<file path="src/rtl/strap_cfg_pkg.sv">
// constants, types and decode functions for the strap configuration decoder
package strap_cfg_pkg;

  // ****************************************
  // register map (byte addresses)
  // ****************************************
  localparam int         ADDR_W          = 4;
  localparam logic [3:0] ADDR_CONFIG     = 4'h0;
  localparam logic [3:0] ADDR_CONTROL    = 4'h4;
  localparam logic [3:0] ADDR_IRQ_STAT   = 4'h8;
  localparam logic [3:0] ADDR_IRQ_MASK   = 4'hC;
  localparam logic [1:0] RESP_OKAY       = 2'h0;
  localparam logic [1:0] RESP_SLVERR     = 2'h2;

  // config word fields
  localparam int CFGW_PIN_MODE   = 0;
  localparam int CFGW_SINC5      = 1;
  localparam int CFGW_DECIM      = 2;
  localparam int CFGW_PWR        = 4;
  localparam int CFGW_SERIAL_DATA_CLOCK       = 6;
  localparam int CFGW_ONE_SHOT   = 8;
  localparam int CFGW_STANDBY    = 16;
  localparam int CTRL_SYNC_BIT   = 0;

  // interrupt bits
  localparam int IRQ_W           = 3;
  localparam int IRQ_LOADED      = 0;
  localparam int IRQ_FAULT       = 1;
  localparam int IRQ_STRAP_CHG   = 2;

  // status header bit positions
  localparam int HDR_ERR         = 7;
  localparam int HDR_UNSETTLED   = 6;
  localparam int HDR_FILT_SINC5  = 5;
  localparam int HDR_SATURATED   = 4;

  // cycles after reset release before the straps are captured
  localparam logic [1:0] BOOT_SETTLE = 2'h2;

  // ****************************************
  // encodings
  // ****************************************
  localparam logic [10:0] DECIM_X32   = 11'h020;
  localparam logic [10:0] DECIM_X64   = 11'h040;
  localparam logic [10:0] DECIM_X128  = 11'h080;
  localparam logic [10:0] DECIM_X1024 = 11'h400;
  localparam logic [5:0]  MOD_DIV_FAST = 6'h04;
  localparam logic [5:0]  MOD_DIV_MED  = 6'h08;
  localparam logic [5:0]  MOD_DIV_LOW  = 6'h20;
  localparam logic [3:0]  OP_ONE_SHOT  = 4'hC;

  typedef enum logic [1:0] {pm_low, pm_median, pm_fast} power_mode_t;

  typedef struct packed {
    logic filter_sel;
    logic decim_sel_hi;
    logic decim_sel_lo;
    logic op_code_bit3;
    logic op_code_bit2;
    logic op_code_bit1;
    logic op_code_bit0;
    logic standby_bank_sel_hi;
    logic standby_bank_sel_lo;
    logic ctrl_mode_spi;
  } strap_t;

  typedef struct packed {
    power_mode_t pm;
    logic [1:0]  serial_data_clock_code;
    logic        one_shot;
  } op_dec_t;

  typedef struct packed {
    logic       sinc5;
    logic [1:0] decim_code;
    op_dec_t    op;
  } cfg_t;

  // defaults held while the register interface owns the device
  localparam cfg_t CFG_RESET = '{sinc5: 1'b1, decim_code: 2'h3,
    op: '{pm: pm_low, serial_data_clock_code: 2'h3, one_shot: 1'b0}};

  function automatic op_dec_t decode_op(input logic [3:0] code);
    op_dec_t d;
    d = '{pm: pm_low, serial_data_clock_code: code[1:0], one_shot: 1'b0};
    if (code < OP_ONE_SHOT) begin
      d.pm = (code[3:2] == 2'h0) ? pm_low :
             (code[3:2] == 2'h1) ? pm_median : pm_fast;
    end else begin
      d.one_shot = 1'b1;
      unique case (code[1:0])
        2'h0: d = '{pm: pm_low,    serial_data_clock_code: 2'h0, one_shot: 1'b1};
        2'h1: d = '{pm: pm_median, serial_data_clock_code: 2'h0, one_shot: 1'b1};
        2'h2: d = '{pm: pm_fast,   serial_data_clock_code: 2'h1, one_shot: 1'b1};
        2'h3: d = '{pm: pm_fast,   serial_data_clock_code: 2'h0, one_shot: 1'b1};
      endcase
    end
    return d;
  endfunction : decode_op

  function automatic logic [10:0] decim_ratio(input logic [1:0] code);
    unique case (code)
      2'h0: return DECIM_X32;
      2'h1: return DECIM_X64;
      2'h2: return DECIM_X128;
      2'h3: return DECIM_X1024;
    endcase
  endfunction : decim_ratio

  function automatic logic [5:0] mod_div(input power_mode_t pm);
    unique case (pm)
      pm_fast:   return MOD_DIV_FAST;
      pm_median: return MOD_DIV_MED;
      default:   return MOD_DIV_LOW;
    endcase
  endfunction : mod_div

endpackage : strap_cfg_pkg
</file>
<file path="src/rtl/pin_strap_config_decoder.sv">
// strap capture, configuration decode, slot zeroing and register slave
//
// The register offsets and the AXI4-Lite register port were left to the implementer.
`timescale 1ns/10ps

module pin_strap_config_decoder
  import strap_cfg_pkg::*;
#(
  parameter int NUM_CH = 8
) (
  // clock and reset
  input  wire logic                          aclk,
  input  wire logic                          aresetn,
  // axi4-lite register slave
  input  wire logic [3:0]                    s_axi_awaddr,
  input  wire logic                          s_axi_awvalid,
  output      logic                          s_axi_awready,
  input  wire logic [31:0]                   s_axi_wdata,
  input  wire logic [3:0]                    s_axi_wstrb,
  input  wire logic                          s_axi_wvalid,
  output      logic                          s_axi_wready,
  output      logic [1:0]                    s_axi_bresp,
  output      logic                          s_axi_bvalid,
  input  wire logic                          s_axi_bready,
  input  wire logic [3:0]                    s_axi_araddr,
  input  wire logic                          s_axi_arvalid,
  output      logic                          s_axi_arready,
  output      logic [31:0]                   s_axi_rdata,
  output      logic [1:0]                    s_axi_rresp,
  output      logic                          s_axi_rvalid,
  input  wire logic                          s_axi_rready,
  // strap pins and sync pin (asynchronous)
  input  wire strap_cfg_pkg::strap_t         strap_pins,
  input  wire logic                          sync_in_pin,
  // conversion results from the channel cores
  input  wire logic                          sample_valid,
  input  wire logic [NUM_CH*24-1:0]          conv_data,
  input  wire logic [NUM_CH-1:0]             filt_unsettled,
  input  wire logic [NUM_CH-1:0]             filt_saturated,
  input  wire logic                          crc_err,
  input  wire logic                          mem_bit_flip,
  input  wire logic                          clk_missing,
  // decoded configuration
  output      logic                          pin_ctrl_mode,
  output      strap_cfg_pkg::cfg_t           active_cfg,
  output      logic [10:0]                   decim_value,
  output      logic [5:0]                    modulator_div,
  output      logic [3:0]                    data_clock_divider,
  output      logic [NUM_CH-1:0]             chan_standby,
  output      logic                          common_mode_out_en,
  output      logic                          xtal_drive_en,
  output      logic                          cfg_apply,
  // output slots, header in the top byte of each word
  output      logic [NUM_CH*32-1:0]          slot_data,
  output      logic                          slot_valid,
  // interrupt
  output      logic                          irq
);

  localparam int XTAL_CH = (NUM_CH == 8) ? 4 : 2;

  typedef struct packed {
    strap_t                 s1;
    strap_t                 s2;
    logic                   sy1;
    logic                   sy2;
    logic                   sy3;
    logic [1:0]             boot_cnt;
    logic                   pin_mode;
    strap_t                 cap;
    cfg_t                   cfg;
    logic [10:0]            decim;
    logic [5:0]             mdiv;
    logic [3:0]             ddiv;
    logic [NUM_CH-1:0]      stby;
    logic                   cm_en;
    logic                   xt_en;
    logic                   apply;
    logic [NUM_CH*32-1:0]   slot;
    logic                   slot_v;
    logic [IRQ_W-1:0]       irq_stat;
    logic [IRQ_W-1:0]       irq_mask;
    logic                   soft_sync;
    logic                   aw_have;
    logic                   w_have;
    logic [3:0]             awaddr;
    logic [31:0]            wdata;
    logic [3:0]             wstrb;
    logic                   bvalid;
    logic [1:0]             bresp;
    logic                   rvalid;
    logic [31:0]            rdata;
    logic [1:0]             rresp;
  } state_t;

  state_t state_r;
  state_t state_nxt;
  logic   load_now;
  logic   boot_load;

  // ****************************************
  // helpers
  // ****************************************
  // bank standby decode; the small part has one strap and one bank
  function automatic logic [NUM_CH-1:0] standby_decode(input strap_t s);
    logic [7:0] b;
    b = {{4{s.standby_bank_sel_hi}}, {4{s.standby_bank_sel_lo}}};
    if (NUM_CH != 8) begin
      b = {4'h0, {4{s.standby_bank_sel_lo}}};
    end
    return b[NUM_CH-1:0];
  endfunction : standby_decode

  function automatic logic [31:0] read_word(input logic [3:0] a,
                                            input state_t st);
    logic [31:0] w;
    w = 32'h0000_0000;
    unique case (a)
      ADDR_CONFIG: begin
        w[CFGW_PIN_MODE]        = st.pin_mode;
        w[CFGW_SINC5]           = st.cfg.sinc5;
        w[CFGW_DECIM +: 2]      = st.cfg.decim_code;
        w[CFGW_PWR +: 2]        = st.cfg.op.pm;
        w[CFGW_SERIAL_DATA_CLOCK +: 2]       = st.cfg.op.serial_data_clock_code;
        w[CFGW_ONE_SHOT]        = st.cfg.op.one_shot;
        w[CFGW_STANDBY +: NUM_CH] = st.stby;
      end
      ADDR_IRQ_STAT: w[IRQ_W-1:0] = st.irq_stat;
      ADDR_IRQ_MASK: w[IRQ_W-1:0] = st.irq_mask;
      default:       w = 32'h0000_0000;
    endcase
    return w;
  endfunction : read_word

  function automatic logic mapped(input logic [3:0] a);
    return (a == ADDR_CONFIG) || (a == ADDR_CONTROL) ||
           (a == ADDR_IRQ_STAT) || (a == ADDR_IRQ_MASK);
  endfunction : mapped

  // ****************************************
  // next-state logic
  // ****************************************
  always_comb begin
    logic          wr_go;
    logic          fault;
    logic [IRQ_W-1:0] ev;
    op_dec_t       od;
    state_nxt = state_r;
    wr_go     = 1'b0;
    fault     = 1'b0;
    ev        = '0;
    od        = decode_op({state_r.s2.op_code_bit3, state_r.s2.op_code_bit2,
                           state_r.s2.op_code_bit1, state_r.s2.op_code_bit0});

    // two-stage strap synchroniser feeding logic from stage two; sync has a third stage for edge detection
    state_nxt.s1  = strap_pins;
    state_nxt.s2  = state_r.s1;
    state_nxt.sy1 = sync_in_pin;
    state_nxt.sy2 = state_r.sy1;
    state_nxt.sy3 = state_r.sy2;

    // boot wait lets the synchronisers fill before the first capture
    boot_load = (state_r.boot_cnt == 2'h1);
    if (state_r.boot_cnt != 2'h0) begin
      state_nxt.boot_cnt = state_r.boot_cnt - 2'h1;
    end
    if (boot_load) begin
      state_nxt.pin_mode = !state_r.s2.ctrl_mode_spi;
    end

    // capture only on boot or sync so strap glitches never leak in
    load_now = boot_load || (state_r.sy2 && !state_r.sy3) ||
               state_r.soft_sync;
    state_nxt.soft_sync = 1'b0;
    state_nxt.apply     = load_now;
    if (load_now) begin
      state_nxt.cap = state_r.s2;
      ev[IRQ_LOADED] = 1'b1;
      if ((boot_load && !state_r.s2.ctrl_mode_spi) ||
          (!boot_load && state_r.pin_mode)) begin
        state_nxt.cfg.sinc5      = state_r.s2.filter_sel;
        state_nxt.cfg.decim_code = {state_r.s2.decim_sel_hi,
                                    state_r.s2.decim_sel_lo};
        state_nxt.cfg.op         = od;
        state_nxt.stby           = standby_decode(state_r.s2);
      end else begin
        state_nxt.cfg  = CFG_RESET;
        state_nxt.stby = '0;
      end
    end
    // strap movement without a sync is reported, not applied
    if (state_r.pin_mode && (state_r.s2 != state_r.cap) &&
        (state_r.boot_cnt == 2'h0)) begin
      ev[IRQ_STRAP_CHG] = 1'b1;
    end

    // derived rates follow the decimation, power mode and data clock fields
    state_nxt.decim = decim_ratio(state_nxt.cfg.decim_code);
    state_nxt.mdiv  = mod_div(state_nxt.cfg.op.pm);
    state_nxt.ddiv  = 4'h1 << state_nxt.cfg.op.serial_data_clock_code;
    state_nxt.cm_en = !state_nxt.stby[0];
    state_nxt.xt_en = !state_nxt.stby[XTAL_CH];

    // slot assembly; standby slots stay in place but read as zero
    state_nxt.slot_v = sample_valid;
    if (sample_valid) begin
      fault = crc_err || mem_bit_flip || clk_missing;
      for (int c = 0; c < NUM_CH; c++) begin
        logic [7:0] hdr;
        hdr                 = 8'h00;
        hdr[HDR_ERR]        = fault;
        hdr[HDR_UNSETTLED]  = filt_unsettled[c];
        hdr[HDR_FILT_SINC5] = state_r.cfg.sinc5;
        hdr[HDR_SATURATED]  = filt_saturated[c];
        state_nxt.slot[c*32 +: 32] = state_r.stby[c] ? 32'h0000_0000 :
          {hdr, conv_data[c*24 +: 24]};
      end
      ev[IRQ_FAULT] = fault;
    end

    // axi write: address and data may arrive in either order
    if (s_axi_awvalid && !state_r.aw_have && !state_r.bvalid) begin
      state_nxt.aw_have = 1'b1;
      state_nxt.awaddr  = s_axi_awaddr;
    end
    if (s_axi_wvalid && !state_r.w_have && !state_r.bvalid) begin
      state_nxt.w_have = 1'b1;
      state_nxt.wdata  = s_axi_wdata;
      state_nxt.wstrb  = s_axi_wstrb;
    end
    if (state_r.aw_have && state_r.w_have) begin
      wr_go             = 1'b1;
      state_nxt.aw_have = 1'b0;
      state_nxt.w_have  = 1'b0;
      state_nxt.bvalid  = 1'b1;
      state_nxt.bresp   = (mapped(state_r.awaddr) &&
                           state_r.awaddr != ADDR_CONFIG) ?
                          RESP_OKAY : RESP_SLVERR;
    end
    if (state_r.bvalid && s_axi_bready) begin
      state_nxt.bvalid = 1'b0;
    end

    // interrupt status: hardware set wins over write-one-to-clear
    if (wr_go && state_r.wstrb[0]) begin
      unique case (state_r.awaddr)
        ADDR_CONTROL:
          state_nxt.soft_sync = state_r.wdata[CTRL_SYNC_BIT];
        ADDR_IRQ_STAT:
          state_nxt.irq_stat = state_r.irq_stat &
                               ~state_r.wdata[IRQ_W-1:0];
        ADDR_IRQ_MASK:
          state_nxt.irq_mask = state_r.wdata[IRQ_W-1:0];
        default: ;
      endcase
    end
    state_nxt.irq_stat = state_nxt.irq_stat | ev;

    // axi read: one cycle from address to data
    if (s_axi_arvalid && !state_r.rvalid) begin
      state_nxt.rvalid = 1'b1;
      state_nxt.rdata  = read_word(s_axi_araddr, state_r);
      state_nxt.rresp  = mapped(s_axi_araddr) ? RESP_OKAY : RESP_SLVERR;
    end else if (state_r.rvalid && s_axi_rready) begin
      state_nxt.rvalid = 1'b0;
    end
  end

  // ****************************************
  // state register
  // ****************************************
  always_ff @(posedge aclk) begin
    if (!aresetn) begin
      state_r          <= '0;
      state_r.boot_cnt <= BOOT_SETTLE + 2'h1;
      state_r.cfg      <= CFG_RESET;
      state_r.decim    <= DECIM_X1024;
      state_r.mdiv     <= MOD_DIV_LOW;
      state_r.ddiv     <= 4'h8;
      state_r.cm_en    <= 1'b1;
      state_r.xt_en    <= 1'b1;
    end else begin
      state_r <= state_nxt;
    end
  end

  // outputs
  assign s_axi_awready      = !state_r.aw_have && !state_r.bvalid;
  assign s_axi_wready       = !state_r.w_have && !state_r.bvalid;
  assign s_axi_bvalid       = state_r.bvalid;
  assign s_axi_bresp        = state_r.bresp;
  assign s_axi_arready      = !state_r.rvalid;
  assign s_axi_rvalid       = state_r.rvalid;
  assign s_axi_rdata        = state_r.rdata;
  assign s_axi_rresp        = state_r.rresp;
  assign pin_ctrl_mode      = state_r.pin_mode;
  assign active_cfg         = state_r.cfg;
  assign decim_value        = state_r.decim;
  assign modulator_div      = state_r.mdiv;
  assign data_clock_divider = state_r.ddiv;
  assign chan_standby       = state_r.stby;
  assign common_mode_out_en = state_r.cm_en;
  assign xtal_drive_en      = state_r.xt_en;
  assign cfg_apply          = state_r.apply;
  assign slot_data          = state_r.slot;
  assign slot_valid         = state_r.slot_v;
  assign irq                = |(state_r.irq_stat & state_r.irq_mask);

  // ****************************************
  // assertions
  // ****************************************
  property p_filter_load;
    @(posedge aclk) disable iff (!aresetn)
    load_now && state_r.pin_mode && !boot_load
      |=> active_cfg.sinc5 == $past(state_r.s2.filter_sel);
  endproperty
  a_filter_load: assert property (p_filter_load)
    else $error("filter type not taken from strap");

  property p_decim_map;
    @(posedge aclk) disable iff (!aresetn)
    (active_cfg.decim_code == 2'h3 |-> decim_value == 11'h400) and
    (active_cfg.decim_code == 2'h0 |-> decim_value == 11'h020);
  endproperty
  a_decim_map: assert property (p_decim_map)
    else $error("decimation ratio mismatch");

  property p_std_mode;
    @(posedge aclk) disable iff (!aresetn)
    load_now && state_r.pin_mode && !state_r.s2.op_code_bit3
      && state_r.s2.op_code_bit2 && state_r.s2.op_code_bit1
      |=> !active_cfg.op.one_shot && active_cfg.op.pm == pm_median
      ##1 data_clock_divider >= 4'h4;
  endproperty
  a_std_mode: assert property (p_std_mode)
    else $error("standard mode decode wrong");

  property p_one_shot_e;
    @(posedge aclk) disable iff (!aresetn)
    load_now && state_r.pin_mode && state_r.s2.op_code_bit3 &&
      state_r.s2.op_code_bit2 && state_r.s2.op_code_bit1 &&
      !state_r.s2.op_code_bit0
      |=> active_cfg.op.one_shot ##1 data_clock_divider == 4'h2;
  endproperty
  a_one_shot_e: assert property (p_one_shot_e)
    else $error("one-shot code 0xE decode wrong");

  property p_mod_fast;
    @(posedge aclk) disable iff (!aresetn)
    $changed(active_cfg.op.pm) && active_cfg.op.pm == pm_fast
      |-> modulator_div == 6'h04;
  endproperty
  a_mod_fast: assert property (p_mod_fast)
    else $error("fast modulator divide not 4");

  property p_bank_lo;
    @(posedge aclk) disable iff (!aresetn)
    load_now && state_r.pin_mode && !boot_load && NUM_CH == 8 &&
      !state_r.s2.standby_bank_sel_hi && state_r.s2.standby_bank_sel_lo
      |=> chan_standby[3:0] == 4'hF ##1 !common_mode_out_en;
  endproperty
  a_bank_lo: assert property (p_bank_lo)
    else $error("bank 0-3 standby decode wrong");

  property p_zero_slot;
    @(posedge aclk) disable iff (!aresetn)
    sample_valid && chan_standby[0]
      |=> slot_valid && slot_data[31:0] == 32'h0000_0000;
  endproperty
  a_zero_slot: assert property (p_zero_slot)
    else $error("standby slot not zero");

  property p_err_flag;
    @(posedge aclk) disable iff (!aresetn)
    sample_valid && crc_err && !chan_standby[0] |=> slot_data[31];
  endproperty
  a_err_flag: assert property (p_err_flag)
    else $error("header error bit not set");

  property p_xtal;
    @(posedge aclk) disable iff (!aresetn)
    $rose(chan_standby[XTAL_CH]) |=> !xtal_drive_en;
  endproperty
  a_xtal: assert property (p_xtal)
    else $error("crystal drive left on in standby");

  property p_hold_cfg;
    @(posedge aclk) disable iff (!aresetn)
    !load_now |=> $stable(active_cfg) && $stable(chan_standby);
  endproperty
  a_hold_cfg: assert property (p_hold_cfg)
    else $error("configuration changed without sync");

endmodule : pin_strap_config_decoder

</file>
<file path="config.mk">
export PLATFORM = sky130hd
export DESIGN_NAME = pin_strap_config_decoder
export DESIGN_NICKNAME = d
export VERILOG_FILES = /design/src/rtl/strap_cfg_pkg.sv /design/src/rtl/pin_strap_config_decoder.sv
export SDC_FILE = /design/constraint.sdc
export NUM_CORES = 1
export LEC_CHECK = 0
export BUFFER_PORTS_ARGS = -buffer_cell sky130_fd_sc_hd__buf_4
export CORE_AREA = 2 2 240 242
export CTS_CLUSTER_DIAMETER = 30
export DETAILED_ROUTE_END_ITERATION = 8
export DIE_AREA = 0 0 242 244
export SETUP_SLACK_MARGIN = 0.05
export SLEW_MARGIN = 20
export SYNTH_ARGS = -nofsm -noshare
export SYNTH_HDL_FRONTEND = slang
export SYNTH_SLANG_ARGS = --single-unit
</file>
<file path="constraint.sdc">
create_clock -name aclk -period 1.9 [get_ports aclk]
set_clock_uncertainty 0.15 [all_clocks]
set_input_delay 0.285 -clock aclk [delete_from_list [all_inputs] [get_ports aclk]]
set_output_delay 0.285 -clock aclk [all_outputs]
set_load 0.1 [all_outputs]
</file>
## Word-level counts from Yosys, hierarchy flattened

Cells that the tools add are included.

- $add $sub $neg: 1
- $lt $le $gt $ge: 1
- Equality and inequality tests: 17
- Shift-type cells: 1
- Mux-type cells: 34
- Bitwise operators: 5
- Reduce and logical (&&, ||, !) cells: 51

Operators with widths:

| operator | number |
|---|---|
| 32-bit 2-to-1 mux | 8 |
| 11-bit case mux with 4 select lines | 1 |
| 8-bit 2-to-1 mux | 3 |
| 5-bit case mux with 4 select lines | 1 |
| 1-bit logical AND | 17 |
| 4-bit equality test, second input constant | 4 |
| 7-bit 2-to-1 mux | 2 |
| 6-bit case mux with 2 select lines | 1 |
| 1-bit logical OR | 11 |
| 2-bit by 1-bit equality test with 1-bit output, second input constant | 5 |
| 2-bit equality test, second input constant | 5 |
| 2-bit 2-to-1 mux | 5 |
| 10-bit inequality test | 1 |
| 1-bit zero test | 9 |
| 3-bit 2-to-1 mux | 3 |
| 3-bit case mux with 3 select lines | 1 |
| 4-bit by 3-bit equality test with 1-bit output, second input constant | 2 |
| 2-bit zero test | 4 |
| 4-bit zero test | 2 |
| 1-bit 2-to-1 mux | 7 |
| 3-bit bitwise AND | 2 |
| 6-bit 2-to-1 mux | 1 |
| 5-bit 2-to-1 mux | 1 |
| 4-bit less-than comparator, second input constant | 1 |
| other kinds (11) | 13 |

- Flip-flop bits (word level): 373
- Bits of input ports: 274
- Output and inout port bits: 340

## Longest topological paths before layout

- Word-level depth: 8
- Gate-level depth with buffers: 10

## Least setup slack after synthesis

Ideal clock, no wire load.

- Path kind: flip-flop to flip-flop
- From: register state_r (netlist bit s_axi_bvalid)
- To: register state_r[75] (netlist name)
- Library setup time: 128 ps
- Data arrival time: 2838 ps
- Required time: 1622 ps
- Path slack: -1215 ps
- Stages on the path, launching flop included: 6
- Path buffers: 1
- Cell sequence: dfxtp_1 nor2_1 and2_1 clkbuf_1 mux2i_1 nor2_1

- Word-level cells in the longest chain between the ends: 2

RTL lines:

| item | RTL line | text |
|---|---|---|
| from (decl) | pin_strap_config_decoder.sv:96 | `state_t state_r;` |
| from (signal assigned) | pin_strap_config_decoder.sv:283 | `state_r <= state_nxt;` |
| 1-bit zero test | pin_strap_config_decoder.sv:222 | `if (s_axi_awvalid && !state_r.aw_have && !state_r.bvalid) begin` |
| 1-bit logical AND | pin_strap_config_decoder.sv:222 |  |

No other way between the ends.
A chain may end at the register's enable or synchronous reset.

==> run_results.csv <==
group,metric,value,unit
run_status,status,"finished with violations",
run_status,violations,"negative setup slack",
synth,netlist_top_cells_count,"buf_4 (332), dfxtp_1 (313), nor2_1 (262), a22oi_1 (178), a21oi_1 (72)",
synth,synth_edf_count,0,
synth,synthTopCellsByArea,"dfxtp_1 (47%), buf_4 (19%), a22oi_1 (10%)",
critical_path,crit_arrival,2.37,ns
place,gp_congestion,0.904,
layout,synthToLayoutAreaGrowth,60.9,%
global_routing,grt-ovfl-total,0,
critical_path,cp_data_required_time,2.27,ns
synth,synthMuxAreaShare,1.02,%
worst_hold_path,hold_path.class,"in2reg",
synth,syn-mean-instance-area,9.14,sq um
power,max-vdd-ir-drop,0.000591,V
synth,synth_async_sr_flop_share,0,%
global_routing,first_global_vias,12094,
drt,drt-initial-drc-count,549,
synth,synthCells,1462,
timing,tightest_slew,0.687,ns
timing,max_slew_margin,54.1,%
die,rows,87,
drt,route.vias.total,11893,
cts,insertion_delay,0.58,ns
cts,root_buffer,"clkbuf_16",
critical_path,rr_worst_depth,9,
place,port_buffers,522,
timing,period_minus_slack,2.00,ns
synth,yosys.cell_types.count,54,
synth,yosys.area_share.adder,0.374,%
worst_hold_path,hp-start,"mem_bit_flip",
layout,fin_util,38.3,%
synth,yosysMostFrequentCell,"buf_4",
die,die_x,242,um
synth,synth-compound-area-share,14.6,%
timing,period_share,105,%
synth,ys_ff_latch,313,
synth,synth_largest_area_cell,"dfxtp_1",
synth,synthFlopType,"dfxtp_1",
critical_path,ff2ff_setup_slack,-0.10,ns
worst_hold_path,hold_path_end,"slot_data[127]",
critical_path,crit_path_max_fanout,4,
synth,yosysWarnings,0,
drt,firstDrtPassIters,5,
die,io_pins,614,
critical_path,critPathCaptureType,"flip-flop",
timing,final_max_slew_viol_count,0,
cts,cts_tree,"done",
cts,clock-sinks,313,
global_routing,grt_max_degree,109,
die,initial_core_util,23.8,%
drt,drc,0,
global_routing,grt_pass1_wl,67.6,mm
die,core_area,56200,sq um
critical_path,path_class,"reg2reg",
layout,nNetsFinal,2279,
timing,finalSetupViolCount,4,
layout,drive_gt1_share,37.3,%
timing,grt_setup_unrepaired,"yes",
synth,ys_seq_area_share,46.9,%
drt,vias_per_cell,4.22,
drt,antenna_left,0,
die,die_y,244,um
synth,synth_top_family_by_area,"buffers and inverters",
critical_path,r2r_end,"modulator_div[2]",
place,place_area,16000,sq um
place,dpl.hpwl,28.7,mm
drt,post_drt_wl_per_cell,15.9,um
cts,clk_pin_slew,0.04,ns
timing,final_hold_viol_count,0,
layout,diodes,0,
power,power.leakage,9.73,nW
synth,synth_xor_area_share,0.721,%
job,cap_viol_max_count,0,
cts,htree_levels,3,
timing,max_clock_freq,0.499,GHz
cts,cts_made_buffers,78,
global_routing,antenna_found_initial,0,
timing,fin_ws,-0.104,ns
synth,synth_simple_gate_area_share,14.3,%
layout,final_cell_area,21500,sq um
synth,syn_area,13400,sq um
worst_hold_path,whs_path_depth,6,
critical_path,cp-start-kind,"flip-flop",
power,power_density,1220,nW/um^2
critical_path,r2r_start,"state_r[396]",
global_routing,track_usage,14.4,%
synth,yosys.area.top_type_share,46.9,%
cts,cts_max_path_buffers,3,
drt,drt-total-wl,44.8,mm
die,dieArea,59000,sq um
-- metal layers --
layer	GRT usage, %	vias up	wire, um
li1	-	5609	-
met1	16.3	5660	17600
met2	24.6	507	22200
met3	4.09	117	3160
met4	7.75	0	1870
met5	0	-	0
-- through the flow --
stage / worst slack (ns) / hold WS [ns] / std cells / total power, mW / TNS, ns
after global placement: -0.140 / 0.272 / 2424 / 12.2 / -2.74
after CTS: -0.115 / 0.0432 / 2809 / 26.4 / -0.394
final: -0.104 / 0.0858 / 2818 / 26.2 / -0.338
after global routing: -0.194 / 0.0935 / 2818 / 27.1 / -0.717
after detailed placement: -0.150 / 0.271 / 2424 / 12.3 / -0.719
after floorplan: -0.0963 / 0.262 / 1520 / 11.5 / -0.278
-- placed cells by master (no fill, tap or decap), types with 10 or more instances in the layout --
cell           netlist  routed
buf_4              332     545
dfxtp_1            313     303
nor2_1             262     255
dlygate4sd3_1        0     243
a22oi_1            178     178
clkbuf_16            0      78
a21oi_1             72      72
conb_1               1      59
nand2_1             37      36
nor2b_1             31      31
and2_1              30      29
clkbuf_8             2      17
and2b_2             16      16
buf_12               0      15
clkbuf_1            45      14
buf_6                6      10
-- worst max-delay path, cell delays in order, from the launching register on --
cell	delay, ns
dfxtp_2	0.31
inv_2	0.06
ha_4	0.12
or2b_1	0.25
a22oi_2	0.28
a32o_2	0.25
inv_2	0.05
ha_4	0.22
nand2b_4	0.14
nor2_2	0.10
-- flip-flops by register name (all words and copies together), names as in the netlist, 3 cells and up --
name                cells
slot_data             216
modulator_div           3
chan_standby            4
decim_value             4
data_clock_divider      4
s_axi_rdata            13
state_r                40
active_cfg              8
state_nxt              12
-- layout make-up --
cell class	instances	area (sq um)
sequential	313	6290
multi-input combinational	779	4530
timing repair buffer	815	6970
clock buffer	109	2240
inverter	14	68.8
clock inverter	32	477
tap	756	946
fill	5353	34700
-- report_power, final --
group,switching (mW),internal (mW),total (mW)
Clock,4.10,9.41,13.5
Sequential,0.257,6.96,7.22
Combinational,3.92,1.58,5.50
-- kinds of logic (layout without fill, tap and decap cells) --
logic type                 count (synthesis)  count (layout)
adders and majority gates                  4               4
DFF                                      313             313
buffers and inverters                    428             970
AOI/OAI and AO/OA                        283             283
and+or+nand+nor                          409             409
muxes                                     13              13
other                                      1              59
xor gates and xnor gates                  11              11
-- how the worst max path moves through the flow --
stage,from,cells after the start,endpoint
3_3_place_gp,state_r[396],9,modulator_div[2]
2_1_floorplan,state_r[396],10,modulator_div[2]
3_5_place_dp,state_r[396],9,modulator_div[2]
5_1_grt,state_r[396],9,modulator_div[3]
4_1_cts,state_r[86],3,irq
6_report,state_r[396],9,modulator_div[2]
-- repair_timing --
| action | in CTS | in global routing |
|---|---|---|
| pin swaps | 2 | 11 |
| endpoints found under the setup margin | 24 | 26 |
| endpoints found under the hold margin | 247 | 1 |
| gates resized for setup | 40 | 26 |
| hold buffers | 242 | 2 |
| setup buffers | 2 | 9 |
(Power assumes the default switching activity.)
